--- config.mk ---
export PLATFORM = sky130hd
export DESIGN_NAME = adc_output_and_offset_control_regs
export DESIGN_NICKNAME = d
export VERILOG_FILES = /design/src/adc_ctrl_pkg.sv /design/src/axil_write_port.sv /design/src/output_mode_decode.sv /design/src/adc_output_and_offset_control_regs.sv
export SDC_FILE = /design/constraint.sdc
export NUM_CORES = 1
export LEC_CHECK = 0
export BUFFER_PORTS_ARGS = -buffer_cell sky130_fd_sc_hd__buf_2
export CELL_PAD_IN_SITES_DETAIL_PLACEMENT = 0
export CELL_PAD_IN_SITES_GLOBAL_PLACEMENT = 1
export CORE_ASPECT_RATIO = 0.8
export CORE_MARGIN = 2
export CORE_UTILIZATION = 44
export DETAILED_ROUTE_END_ITERATION = 10
export PLACE_DENSITY_LB_ADDON = 0.1
export SYNTH_ARGS = -nofsm -noshare
export SYNTH_HDL_FRONTEND = slang
export SYNTH_SLANG_ARGS = --single-unit
--- constraint.sdc ---
create_clock -name clock_i -period 10.63 [get_ports clock_i]
set_clock_uncertainty 0.05 [all_clocks]
set_input_delay 3.189 -clock clock_i [delete_from_list [all_inputs] [get_ports clock_i]]
set_output_delay 3.189 -clock clock_i [all_outputs]
set_load 0.1 [all_outputs]
--- src/adc_ctrl_pkg.sv ---
package adc_ctrl_pkg;

    // Bus geometry.
    localparam int AXI_ADDR_W = 8;
    localparam int AXI_DATA_W = 32;
    localparam int REG_W = 16;

    // Register indices and byte addresses.
    localparam logic [5:0] CFG_INDEX = 6'h01;
    localparam logic [5:0] OFF_INDEX = 6'h02;
    localparam logic [5:0] STATUS_INDEX = 6'h04;
    localparam logic [7:0] CFG_ADDR = {CFG_INDEX, 2'b00};
    localparam logic [7:0] OFF_ADDR = {OFF_INDEX, 2'b00};
    localparam logic [7:0] STATUS_ADDR = {STATUS_INDEX, 2'b00};

    // Configuration register fields.
    localparam int CFG_PHASE_BIT = 11;
    localparam int CFG_DDR_OFF_BIT = 10;
    localparam int CFG_SWING_BIT = 9;
    localparam int CFG_EDGE_BIT = 8;
    localparam int CFG_RSVD_MSB = 7;

    // Offset register fields.
    localparam int OFF_MAG_MSB = 15;
    localparam int OFF_MAG_LSB = 8;
    localparam int OFF_SIGN_BIT = 7;
    localparam int OFF_RSVD_MSB = 6;

    // Reset values and the decoded outputs that follow from them.
    localparam logic [15:0] CFG_RESET = 16'hB2FF;
    localparam logic [15:0] OFF_RESET = 16'h007F;
    localparam logic RST_SWING = CFG_RESET[CFG_SWING_BIT];
    localparam logic RST_DDR = ~CFG_RESET[CFG_DDR_OFF_BIT];
    localparam logic RST_DEMUX = RST_DDR & ~CFG_RESET[CFG_EDGE_BIT];
    localparam logic RST_SDR_RISE = CFG_RESET[CFG_DDR_OFF_BIT] & CFG_RESET[CFG_EDGE_BIT];
    localparam logic RST_PHASE90 = CFG_RESET[CFG_PHASE_BIT] & ~(RST_DDR & CFG_RESET[CFG_EDGE_BIT]);
    localparam logic [7:0] RST_OFF_MAG = OFF_RESET[OFF_MAG_MSB:OFF_MAG_LSB];
    localparam logic RST_OFF_NEG = OFF_RESET[OFF_SIGN_BIT];

    // Offset step of one code in microvolts.
    localparam logic signed [16:0] OFFSET_STEP_UV = 17'h0_00B0;

    // Bus response codes.
    localparam logic [1:0] RESP_OKAY = 2'h0;
    localparam logic [1:0] RESP_SLVERR = 2'h2;
    localparam logic [1:0] RESP_DECERR = 2'h3;

    typedef enum logic [1:0] {SEL_CFG, SEL_OFF, SEL_STATUS, SEL_NONE} reg_sel_t;

    function automatic reg_sel_t reg_sel(input logic [AXI_ADDR_W-1:0] addr);
        if (addr[7:2] == CFG_INDEX)
            return SEL_CFG;
        else if (addr[7:2] == OFF_INDEX)
            return SEL_OFF;
        else if (addr[7:2] == STATUS_INDEX)
            return SEL_STATUS;
        else
            return SEL_NONE;
    endfunction

    function automatic logic [15:0] merge_bytes(input logic [15:0] old,
                                                input logic [15:0] data,
                                                input logic [1:0] strb);
        return {strb[1] ? data[15:8] : old[15:8], strb[0] ? data[7:0] : old[7:0]};
    endfunction

endpackage

--- src/axil_write_port.sv ---
`timescale 1ns/1ps
module axil_write_port
    import adc_ctrl_pkg::*;
(
    // Clock and reset.
    input logic clock_i,
    input logic rst_i,
    // Write address channel.
    input logic [AXI_ADDR_W-1:0] awaddr_i,
    input logic awvalid_i,
    output logic awready_o,
    // Write data channel.
    input logic [AXI_DATA_W-1:0] wdata_i,
    input logic [3:0] wstrb_i,
    input logic wvalid_i,
    output logic wready_o,
    // Write response channel.
    output logic [1:0] bresp_o,
    output logic bvalid_o,
    input logic bready_i,
    // Register side.
    input logic [1:0] wr_resp_i,
    output logic wr_en_o,
    output logic [AXI_ADDR_W-1:0] wr_addr_o,
    output logic [AXI_DATA_W-1:0] wr_data_o,
    output logic [3:0] wr_strb_o
);

    typedef struct packed {
        logic awready;
        logic wready;
        logic aw_held;
        logic w_held;
        logic [AXI_ADDR_W-1:0] addr;
        logic [AXI_DATA_W-1:0] data;
        logic [3:0] strb;
        logic bvalid;
        logic [1:0] bresp;
    } wport_state_t;

    wport_state_t st;
    wport_state_t next_st;

    // Address and data are caught in either order; the commit waits for both.
    always_comb
    begin
        next_st = st;
        if (awvalid_i && st.awready)
        begin
            next_st.awready = 1'b0;
            next_st.aw_held = 1'b1;
            next_st.addr = awaddr_i;
        end
        if (wvalid_i && st.wready)
        begin
            next_st.wready = 1'b0;
            next_st.w_held = 1'b1;
            next_st.data = wdata_i;
            next_st.strb = wstrb_i;
        end
        if (st.aw_held && st.w_held)
        begin
            next_st.aw_held = 1'b0;
            next_st.w_held = 1'b0;
            next_st.bvalid = 1'b1;
            next_st.bresp = wr_resp_i;
        end
        if (st.bvalid && bready_i)
        begin
            next_st.bvalid = 1'b0;
            next_st.awready = 1'b1;
            next_st.wready = 1'b1;
        end
    end

    always_ff @(posedge clock_i or posedge rst_i)
    begin
        if (rst_i)
            st <= '{awready: 1'b1, wready: 1'b1, default: '0};
        else
            st <= next_st;
    end

    assign awready_o = st.awready;
    assign wready_o = st.wready;
    assign bvalid_o = st.bvalid;
    assign bresp_o = st.bresp;
    assign wr_en_o = st.aw_held & st.w_held;
    assign wr_addr_o = st.addr;
    assign wr_data_o = st.data;
    assign wr_strb_o = st.strb;

endmodule

--- src/output_mode_decode.sv ---
`timescale 1ns/1ps
module output_mode_decode
    import adc_ctrl_pkg::*;
(
    // Stored register words.
    input logic [REG_W-1:0] cfg_i,
    input logic [REG_W-1:0] offset_i,
    // Decoded output bus modes.
    output logic swing_standard_o,
    output logic ddr_mode_o,
    output logic demux_mode_o,
    output logic sdr_rising_edge_o,
    output logic data_clock_phase_90_o,
    // Decoded offset.
    output logic [8:0] offset_code_o,
    output logic [16:0] offset_microvolt_o
);

    logic [8:0] mag_ext;
    logic signed [16:0] code_ext;

    assign swing_standard_o = cfg_i[CFG_SWING_BIT];
    assign ddr_mode_o = ~cfg_i[CFG_DDR_OFF_BIT];
    assign sdr_rising_edge_o = cfg_i[CFG_DDR_OFF_BIT] & cfg_i[CFG_EDGE_BIT];
    assign demux_mode_o = ~cfg_i[CFG_DDR_OFF_BIT] & ~cfg_i[CFG_EDGE_BIT];
    // The quarter-period clock phase is not offered in DDR non-demux mode.
    assign data_clock_phase_90_o = cfg_i[CFG_PHASE_BIT]
                                   & ~(~cfg_i[CFG_DDR_OFF_BIT] & cfg_i[CFG_EDGE_BIT]);

    assign mag_ext = {1'b0, offset_i[OFF_MAG_MSB:OFF_MAG_LSB]};
    // Sign-magnitude becomes a monotonic two's complement code.
    assign offset_code_o = offset_i[OFF_SIGN_BIT] ? 9'(-mag_ext) : mag_ext;
    assign code_ext = 17'($signed(offset_code_o));
    assign offset_microvolt_o = code_ext * OFFSET_STEP_UV;

endmodule

--- src/adc_output_and_offset_control_regs.sv ---
`timescale 1ns/1ps
module adc_output_and_offset_control_regs
    import adc_ctrl_pkg::*;
(
    // Clock and reset.
    input logic clock_i,
    input logic rst_i,
    // Write address channel.
    input logic [AXI_ADDR_W-1:0] awaddr_i,
    input logic awvalid_i,
    output logic awready_o,
    // Write data channel.
    input logic [AXI_DATA_W-1:0] wdata_i,
    input logic [3:0] wstrb_i,
    input logic wvalid_i,
    output logic wready_o,
    // Write response channel.
    output logic [1:0] bresp_o,
    output logic bvalid_o,
    input logic bready_i,
    // Read address channel.
    input logic [AXI_ADDR_W-1:0] araddr_i,
    input logic arvalid_i,
    output logic arready_o,
    // Read data channel.
    output logic [AXI_DATA_W-1:0] rdata_o,
    output logic [1:0] rresp_o,
    output logic rvalid_o,
    input logic rready_i,
    // Output bus mode controls.
    output logic swing_standard_o,
    output logic ddr_mode_o,
    output logic demux_mode_o,
    output logic sdr_rising_edge_o,
    output logic data_clock_phase_90_o,
    // Channel offset controls.
    output logic [7:0] offset_magnitude_o,
    output logic offset_negative_o,
    output logic [8:0] offset_code_o,
    output logic [16:0] offset_microvolt_o
);

    typedef struct packed {
        logic [REG_W-1:0] cfg;
        logic [REG_W-1:0] offset;
        logic cfg_rsvd_ok;
        logic off_rsvd_ok;
        logic arready;
        logic rvalid;
        logic [AXI_DATA_W-1:0] rdata;
        logic [1:0] rresp;
        logic swing;
        logic ddr;
        logic demux;
        logic sdr_rise;
        logic phase90;
        logic [7:0] mag;
        logic neg;
        logic [8:0] code;
        logic [16:0] uv;
    } top_state_t;

    localparam top_state_t RESET_STATE = '{
        cfg: CFG_RESET,
        offset: OFF_RESET,
        cfg_rsvd_ok: 1'b1,
        off_rsvd_ok: 1'b1,
        arready: 1'b1,
        swing: RST_SWING,
        ddr: RST_DDR,
        demux: RST_DEMUX,
        sdr_rise: RST_SDR_RISE,
        phase90: RST_PHASE90,
        mag: RST_OFF_MAG,
        neg: RST_OFF_NEG,
        default: '0
    };

    top_state_t st;
    top_state_t next_st;

    logic wr_en;
    logic [AXI_ADDR_W-1:0] wr_addr;
    logic [AXI_DATA_W-1:0] wr_data;
    logic [3:0] wr_strb;
    logic [1:0] wr_resp;
    reg_sel_t wr_sel;
    reg_sel_t rd_sel;
    logic [AXI_DATA_W-1:0] status_word;
    logic dec_swing;
    logic dec_ddr;
    logic dec_demux;
    logic dec_sdr_rise;
    logic dec_phase90;
    logic [8:0] dec_code;
    logic [16:0] dec_uv;

    axil_write_port u_write_port (
        .clock_i(clock_i),
        .rst_i(rst_i),
        .awaddr_i(awaddr_i),
        .awvalid_i(awvalid_i),
        .awready_o(awready_o),
        .wdata_i(wdata_i),
        .wstrb_i(wstrb_i),
        .wvalid_i(wvalid_i),
        .wready_o(wready_o),
        .bresp_o(bresp_o),
        .bvalid_o(bvalid_o),
        .bready_i(bready_i),
        .wr_resp_i(wr_resp),
        .wr_en_o(wr_en),
        .wr_addr_o(wr_addr),
        .wr_data_o(wr_data),
        .wr_strb_o(wr_strb)
    );

    output_mode_decode u_decode (
        .cfg_i(st.cfg),
        .offset_i(st.offset),
        .swing_standard_o(dec_swing),
        .ddr_mode_o(dec_ddr),
        .demux_mode_o(dec_demux),
        .sdr_rising_edge_o(dec_sdr_rise),
        .data_clock_phase_90_o(dec_phase90),
        .offset_code_o(dec_code),
        .offset_microvolt_o(dec_uv)
    );

    assign wr_sel = reg_sel(wr_addr);
    assign rd_sel = reg_sel(araddr_i);
    assign status_word = {7'h00, st.code, 9'h000, st.off_rsvd_ok, st.cfg_rsvd_ok,
                          st.swing, st.phase90, st.sdr_rise, st.demux, st.ddr};

    // The status word is read-only, so writes to it are refused.
    always_comb
    begin
        if (wr_sel == SEL_NONE)
            wr_resp = RESP_DECERR;
        else if (wr_sel == SEL_STATUS)
            wr_resp = RESP_SLVERR;
        else
            wr_resp = RESP_OKAY;
    end

    always_comb
    begin
        next_st = st;
        next_st.swing = dec_swing;
        next_st.ddr = dec_ddr;
        next_st.demux = dec_demux;
        next_st.sdr_rise = dec_sdr_rise;
        next_st.phase90 = dec_phase90;
        next_st.mag = st.offset[OFF_MAG_MSB:OFF_MAG_LSB];
        next_st.neg = st.offset[OFF_SIGN_BIT];
        next_st.code = dec_code;
        next_st.uv = dec_uv;
        if (wr_en)
        begin
            if (wr_sel == SEL_CFG)
            begin
                next_st.cfg = merge_bytes(st.cfg, wr_data[15:0], wr_strb[1:0]);
                if (wr_strb[0])
                    next_st.cfg_rsvd_ok = &wr_data[CFG_RSVD_MSB:0];
            end
            else if (wr_sel == SEL_OFF)
            begin
                next_st.offset = merge_bytes(st.offset, wr_data[15:0], wr_strb[1:0]);
                if (wr_strb[0])
                    next_st.off_rsvd_ok = &wr_data[OFF_RSVD_MSB:0];
            end
        end
        if (st.rvalid && rready_i)
        begin
            next_st.rvalid = 1'b0;
            next_st.arready = 1'b1;
        end
        if (arvalid_i && st.arready)
        begin
            next_st.arready = 1'b0;
            next_st.rvalid = 1'b1;
            next_st.rdata = '0;
            next_st.rresp = RESP_OKAY;
            // Both control registers are write-only and read back as zero.
            if (rd_sel == SEL_STATUS)
                next_st.rdata = status_word;
            else if (rd_sel == SEL_NONE)
                next_st.rresp = RESP_DECERR;
        end
    end

    always_ff @(posedge clock_i or posedge rst_i)
    begin
        if (rst_i)
            st <= RESET_STATE;
        else
            st <= next_st;
    end

    assign arready_o = st.arready;
    assign rvalid_o = st.rvalid;
    assign rdata_o = st.rdata;
    assign rresp_o = st.rresp;
    assign swing_standard_o = st.swing;
    assign ddr_mode_o = st.ddr;
    assign demux_mode_o = st.demux;
    assign sdr_rising_edge_o = st.sdr_rise;
    assign data_clock_phase_90_o = st.phase90;
    assign offset_magnitude_o = st.mag;
    assign offset_negative_o = st.neg;
    assign offset_code_o = st.code;
    assign offset_microvolt_o = st.uv;
endmodule

* After elaboration in Yosys (flattened, before gate mapping)
Cells that the tools add are included.
** Word-level totals
- Register bits after elaboration :: 127
- Input port bits :: 59
- Output and inout port bits :: 81
- Word-level logic and storage cells :: 90
** Cells by class
- Add/subtract/negate cells :: 1
- Multiply operators :: 1
- Equality and inequality tests :: 11
- Mux-type cells :: 22
- Bitwise operators :: 9
- Reductions and logical operators :: 19
** Operators with widths (number)
- 36-bit 2-to-1 mux :: 1
- 25-bit 2-to-1 mux :: 1
- 2-bit 2-to-1 mux :: 11
- 9-bit by 5-bit multiplier with 13-bit output (second input constant) :: 1
- 6-bit by 1-bit equality test with 1-bit output (second input constant) :: 2
- 6-bit by 2-bit equality test with 1-bit output (second input constant) :: 2
- 6-bit by 3-bit equality test with 1-bit output (second input constant) :: 2
- 2-bit nonzero test :: 6
- 9-bit 2-to-1 mux :: 1
- 8-bit negator with 9-bit output :: 1
- 2-bit equality test (second input constant) :: 4
- 4-bit AND reduction :: 2
- 8-bit AND reduction :: 1
- 1-bit 2-to-1 mux :: 7
- 7-bit AND reduction :: 1
- 1-bit logical AND :: 6
- 3-bit AND reduction :: 2
- 1-bit AND :: 5
- 1-bit inverter :: 4
- 3-bit 2-to-1 mux :: 1
- 2-bit by 1-bit equality test with 1-bit output (second input constant) :: 1
- 2-bit zero test :: 1

* Longest topological paths before layout
- Depth in word-level cells :: 9
- Depth in mapped cells :: 16
- Mapped depth without buffers :: 16

* By module
From an unflattened synthesis, not the netlist that was laid out.
** Unflattened totals
- Cells, all modules :: 581
- Area total of the unflattened synthesis :: 7140.6 um^2
** By module, submodules not included
- adc_output_and_offset_control_regs :: times used 1, cells each 281, area each 3708.6 um^2, seq. area each 2358.5 um^2
- axil_write_port :: times used 1, cells each 159, area each 2362.3 um^2, seq. area each 1278.7 um^2
- output_mode_decode :: times used 1, cells each 141, area each 1069.8 um^2, seq. area each 0.0 um^2

* Least setup slack after synthesis
OpenSTA, ideal clock, no wires.
- Path type :: in2reg
- Start :: input port arvalid_i
- End :: register st, in the netlist rdata_o[2]
- Library setup time :: 0.069 ns
- Arrival :: 4.590 ns
- Required time :: 10.511 ns
- Path slack :: 5.921 ns
- Cell stages on the path :: 5
- Buffers on the path :: 1
- Cell sequence :: nand2_1 > or4_1 > nor4b_4 > buf_2 > a22o_1
** Between the ends
- Word-level cells in the longest chain between the ends :: 1
** RTL lines
- start, declared :: line adc_output_and_offset_control_regs.sv:23 : input logic arvalid_i,
- 1-bit logical AND :: line adc_output_and_offset_control_regs.sv:178 : if (arvalid_i && st.arready)
- end signal, assigned :: line adc_output_and_offset_control_regs.sv:197 : st <= next_st;
- end, declared :: line adc_output_and_offset_control_regs.sv:79 : top_state_t st;
No other way between the ends.
A chain may end at the register's enable or synchronous reset.

* Worst setup path in the final report
- Start :: input port arvalid_i
- End :: register st, in the netlist rdata_o[16]
The elaborated chain is that of the path after synthesis.

==> metrics.md <==
| Metric | Value |
|---|---|
| Status | finished clean |
| Initial cell density of the core | 45.4% |
| TritonCTS sink count | 99 |
| Slew @ Worst Pin | 836 ps |
| Commonest non-fill, non-tap cell in the layout | buf_2 |
| Crit path arrival time | 5300 ps |
| Unique masters post-synth | 44 |
| Place WS | 5200 ps |
| Global-route wire length before repair | 14.3 mm |
| Die X-Extent | 122 um |
| GP Congestion | 0.710 |
| Area share of fa/ha/maj cells after synthesis | 7.85% |
| DRC | 0 |
| Post-synthesis compound-gate area fraction | 8.51% |
| Final Setup Violations | 0 |
| Max Root-Sink Buffers | 2 |
| Final TNS setup | 0 ps |
| XOR/XNOR Fraction of Synth Area | 4.41% |
| Commonest cells after routing, fill and taps aside | 97 x buf_2, 90 x dfrtp_1, 35 x mux2_2 |
| Cell count after synthesis | 413 |
| Die ar. | 12,100 um^2 |
| Number of global-route vias before repair | 2,945 |
| Worst-path cell chain | buf_2 -> nand2_1 -> or4_1 -> nor4b_4 -> a22o_1 |
| Area grow syn2layout | 9.83% |
| Fraction of layout cells with a size suffix above 1 | 35.2% |
| Final worst-path cycle share | 47.7% |
| Post-DP HPWL | 6.30 mm |
| Max Fclk | 197 MHz |
| Layout Nets | 554 |
| Worst setup margin | 5560 ps |
| Hold Fails Final Rpt | 0 |
| Vias per Instance | 4.69 |
| H-tree Lvls | 3 |
| Post-CTS setup buffers | 0 |
| Max incr delay on CP | 780 ps |
| Post-CTS Resized | 0 |
| Ys async rst share | 100% |
| Post-synthesis mux area share | 8.99% |
| Pin count of the biggest net entering global routing | 60 |
| CTS Root Cell | clkbuf_16 |
| Post-synthesis sequential area ratio | 50.4% |
| P_leak | 0.00284 uW |
| Initial antenna violation count | 1 |
| CTS Hold Bufs | 0 |
| Worst Path Max Fanout | 18 |
| Vias | 2,886 |
| Worst hold path class | reg -> reg |
| Row Count | 34 |
| Core box area | 10,900 um^2 |
| Total grt overflow | 0 |
| Avg WL per Cell | 13.7 um |
| Max Cap Viol | 0 |
| DR iter-0 viols | 111 |
| YS warnings | 0 |
| Critical path type | in -> reg |
| Largest family of logic cells by synthesized area | buffers and inverters |
| Tmin final | 5070 ps |
| Post-synthesis simple-gate area fraction | 6.76% |
| Peak supply drop | 132 uV |
| Max Slew Vio Count | 0 |
| Final wirelength | 8.45 mm |
| CP Capture Type | flip-flop |
| Worst path slowest cell | nor4b_4 |
| First-pass DRT Iterations | 4 |
| CP required | 10,850 ps |
| CTS tree | done |
| Crit start category | primary input |
| Pwr/cell area | 250 nW/um^2 |
| Top_reg_cell synth | dfrtp_1 |
| Die Y | 98.8 um |
| Final antenna-violating net count | 0 |
| ANT cells | 0 |
| Clk slew on worst S/H paths | 70 ps |
| GRT Total Usage | 15.2% |
| #FFs+latches synth | 99 |
| Boundary pin count | 140 |
| Post-synth EDFFs | 0 |
| I/O Buffers | 97 |
| TritonCTS Buffers | 9 |
| Syn Area/Cell | 12.0 um^2 |
| RSZ-0062 raised after global routing | no |
| Clk_lat worst skew | 340 ps |
| Worst slew margin | 44.0% |
| Cell Area, Synth | 4940 um^2 |
==> cells by family after synthesis <==
| group | after synthesis |
|---|---|
| buf+inv | 101 |
| flops | 99 |
| simple gates | 64 |
| compound gates | 56 |
| mux | 40 |
| fa+ha+maj | 28 |
| xor+xnor | 24 |
| other cells | 1 |
==> area by class of cell <==
type	count	area (um^2)
Multi-Input combinational cell	232	1880
Tap cell	144	180
Clock buffer	11	243
Inverter	27	104
Fill cell	1022	5470
Sequential cell	99	2490
Timing Repair Buffer	98	493
Clock inverter	5	37.5
==> worst max-delay path: cells and delay by family <==
family          cells  cell delay [ps]
simple gates        3             1760
compound gates      1              240
buf+inv             1              100
==> synth_stat cells (7+ instances only) <==
cell type | instances | share of area [%]
a21oi_1 | 7 | 0.71
a22o_1 | 18 | 3.2
buf_4 | 70 | 11
dfrtp_1 | 90 | 46
dfstp_2 | 9 | 4.8
ha_1 | 23 | 5.8
inv_1 | 26 | 2.0
mux2_2 | 35 | 8.0
nand2_1 | 17 | 1.3
nand2b_1 | 7 | 0.89
nor2_1 | 18 | 1.4
o21ai_0 | 19 | 1.9
xnor2_1 | 19 | 3.4
==> per-layer routing <==
layer / share of wire, % / GRT usage, % / vias to the layer above
li1: - / - / 1411
met1: 50 / 22.0 / 1373
met2: 42 / 21.9 / 91
met3: 7.1 / 4.92 / 9
met4: 1.1 / 4.51 / 2
met5: 0.15 / 0 / -
==> state kept, by name, summed over array words and instances, names as in the netlist, 2 cells and up <==
name                    cells
offset_microvolt_o         12
rdata_o                    16
u_write_port.wr_data_o     16
offset_magnitude_o          7
offset_code_o               9
u_write_port.wr_strb_o      2
u_write_port.st             2
u_write_port.bresp_o        2
next_st                     9
u_write_port.wr_addr_o      6
st                          6
==> power breakdown <==
| part | switching [uW] | leakage [uW] | internal (uW) |
|---|---|---|---|
| combinational | 399 | 0.00142 | 124 |
| sequential | 59.4 | 0.00129 | 470 |
| clock | 138 | 0.000132 | 166 |
| total | 596 | 0.00284 | 760 |
==> through the flow <==
stage | cell area [um^2] | total power (uW) | utilization (%) | hold WS [ps] | instances
floorplan | 5010 | 1020 | - | 302 | 432
global placement | 5140 | 1060 | 47.2 | 306 | 600
detailed placement | 5140 | 1060 | 47.2 | 307 | 600
CTS | 5430 | 1370 | 49.8 | 318 | 616
global route | 5430 | 1430 | 49.8 | 315 | 616
finish | 5430 | 1360 | 49.8 | 317 | 616
==> path summary, 6_finish.rpt <==
path | depth (start not counted) | start | slack (ps) | to
min in group asynchronous | 2 | rst_i | 2830 | rdata_o[2]$_DFFE_PP0P_
max in group asynchronous | 3 | rst_i | 6610 | u_write_port.wr_addr_o[7]$_DFFE_PP0P_
worst max-delay path | 5 | arvalid_i | 5560 | rdata_o[16]$_DFFE_PP0P_
worst max register to register | 14 | next_st[31]$_DFFE_PP0P_ | 6660 | offset_microvolt_o[16]$_DFF_PP0_
worst min register to register | 0 | st[103]$_DFFE_PP1P_ | 320 | swing_standard_o$_DFF_PP1_
worst min-delay path | 0 | st[103]$_DFFE_PP1P_ | 320 | swing_standard_o$_DFF_PP1_
No activity file was read; power rests on OpenSTA's default activity.
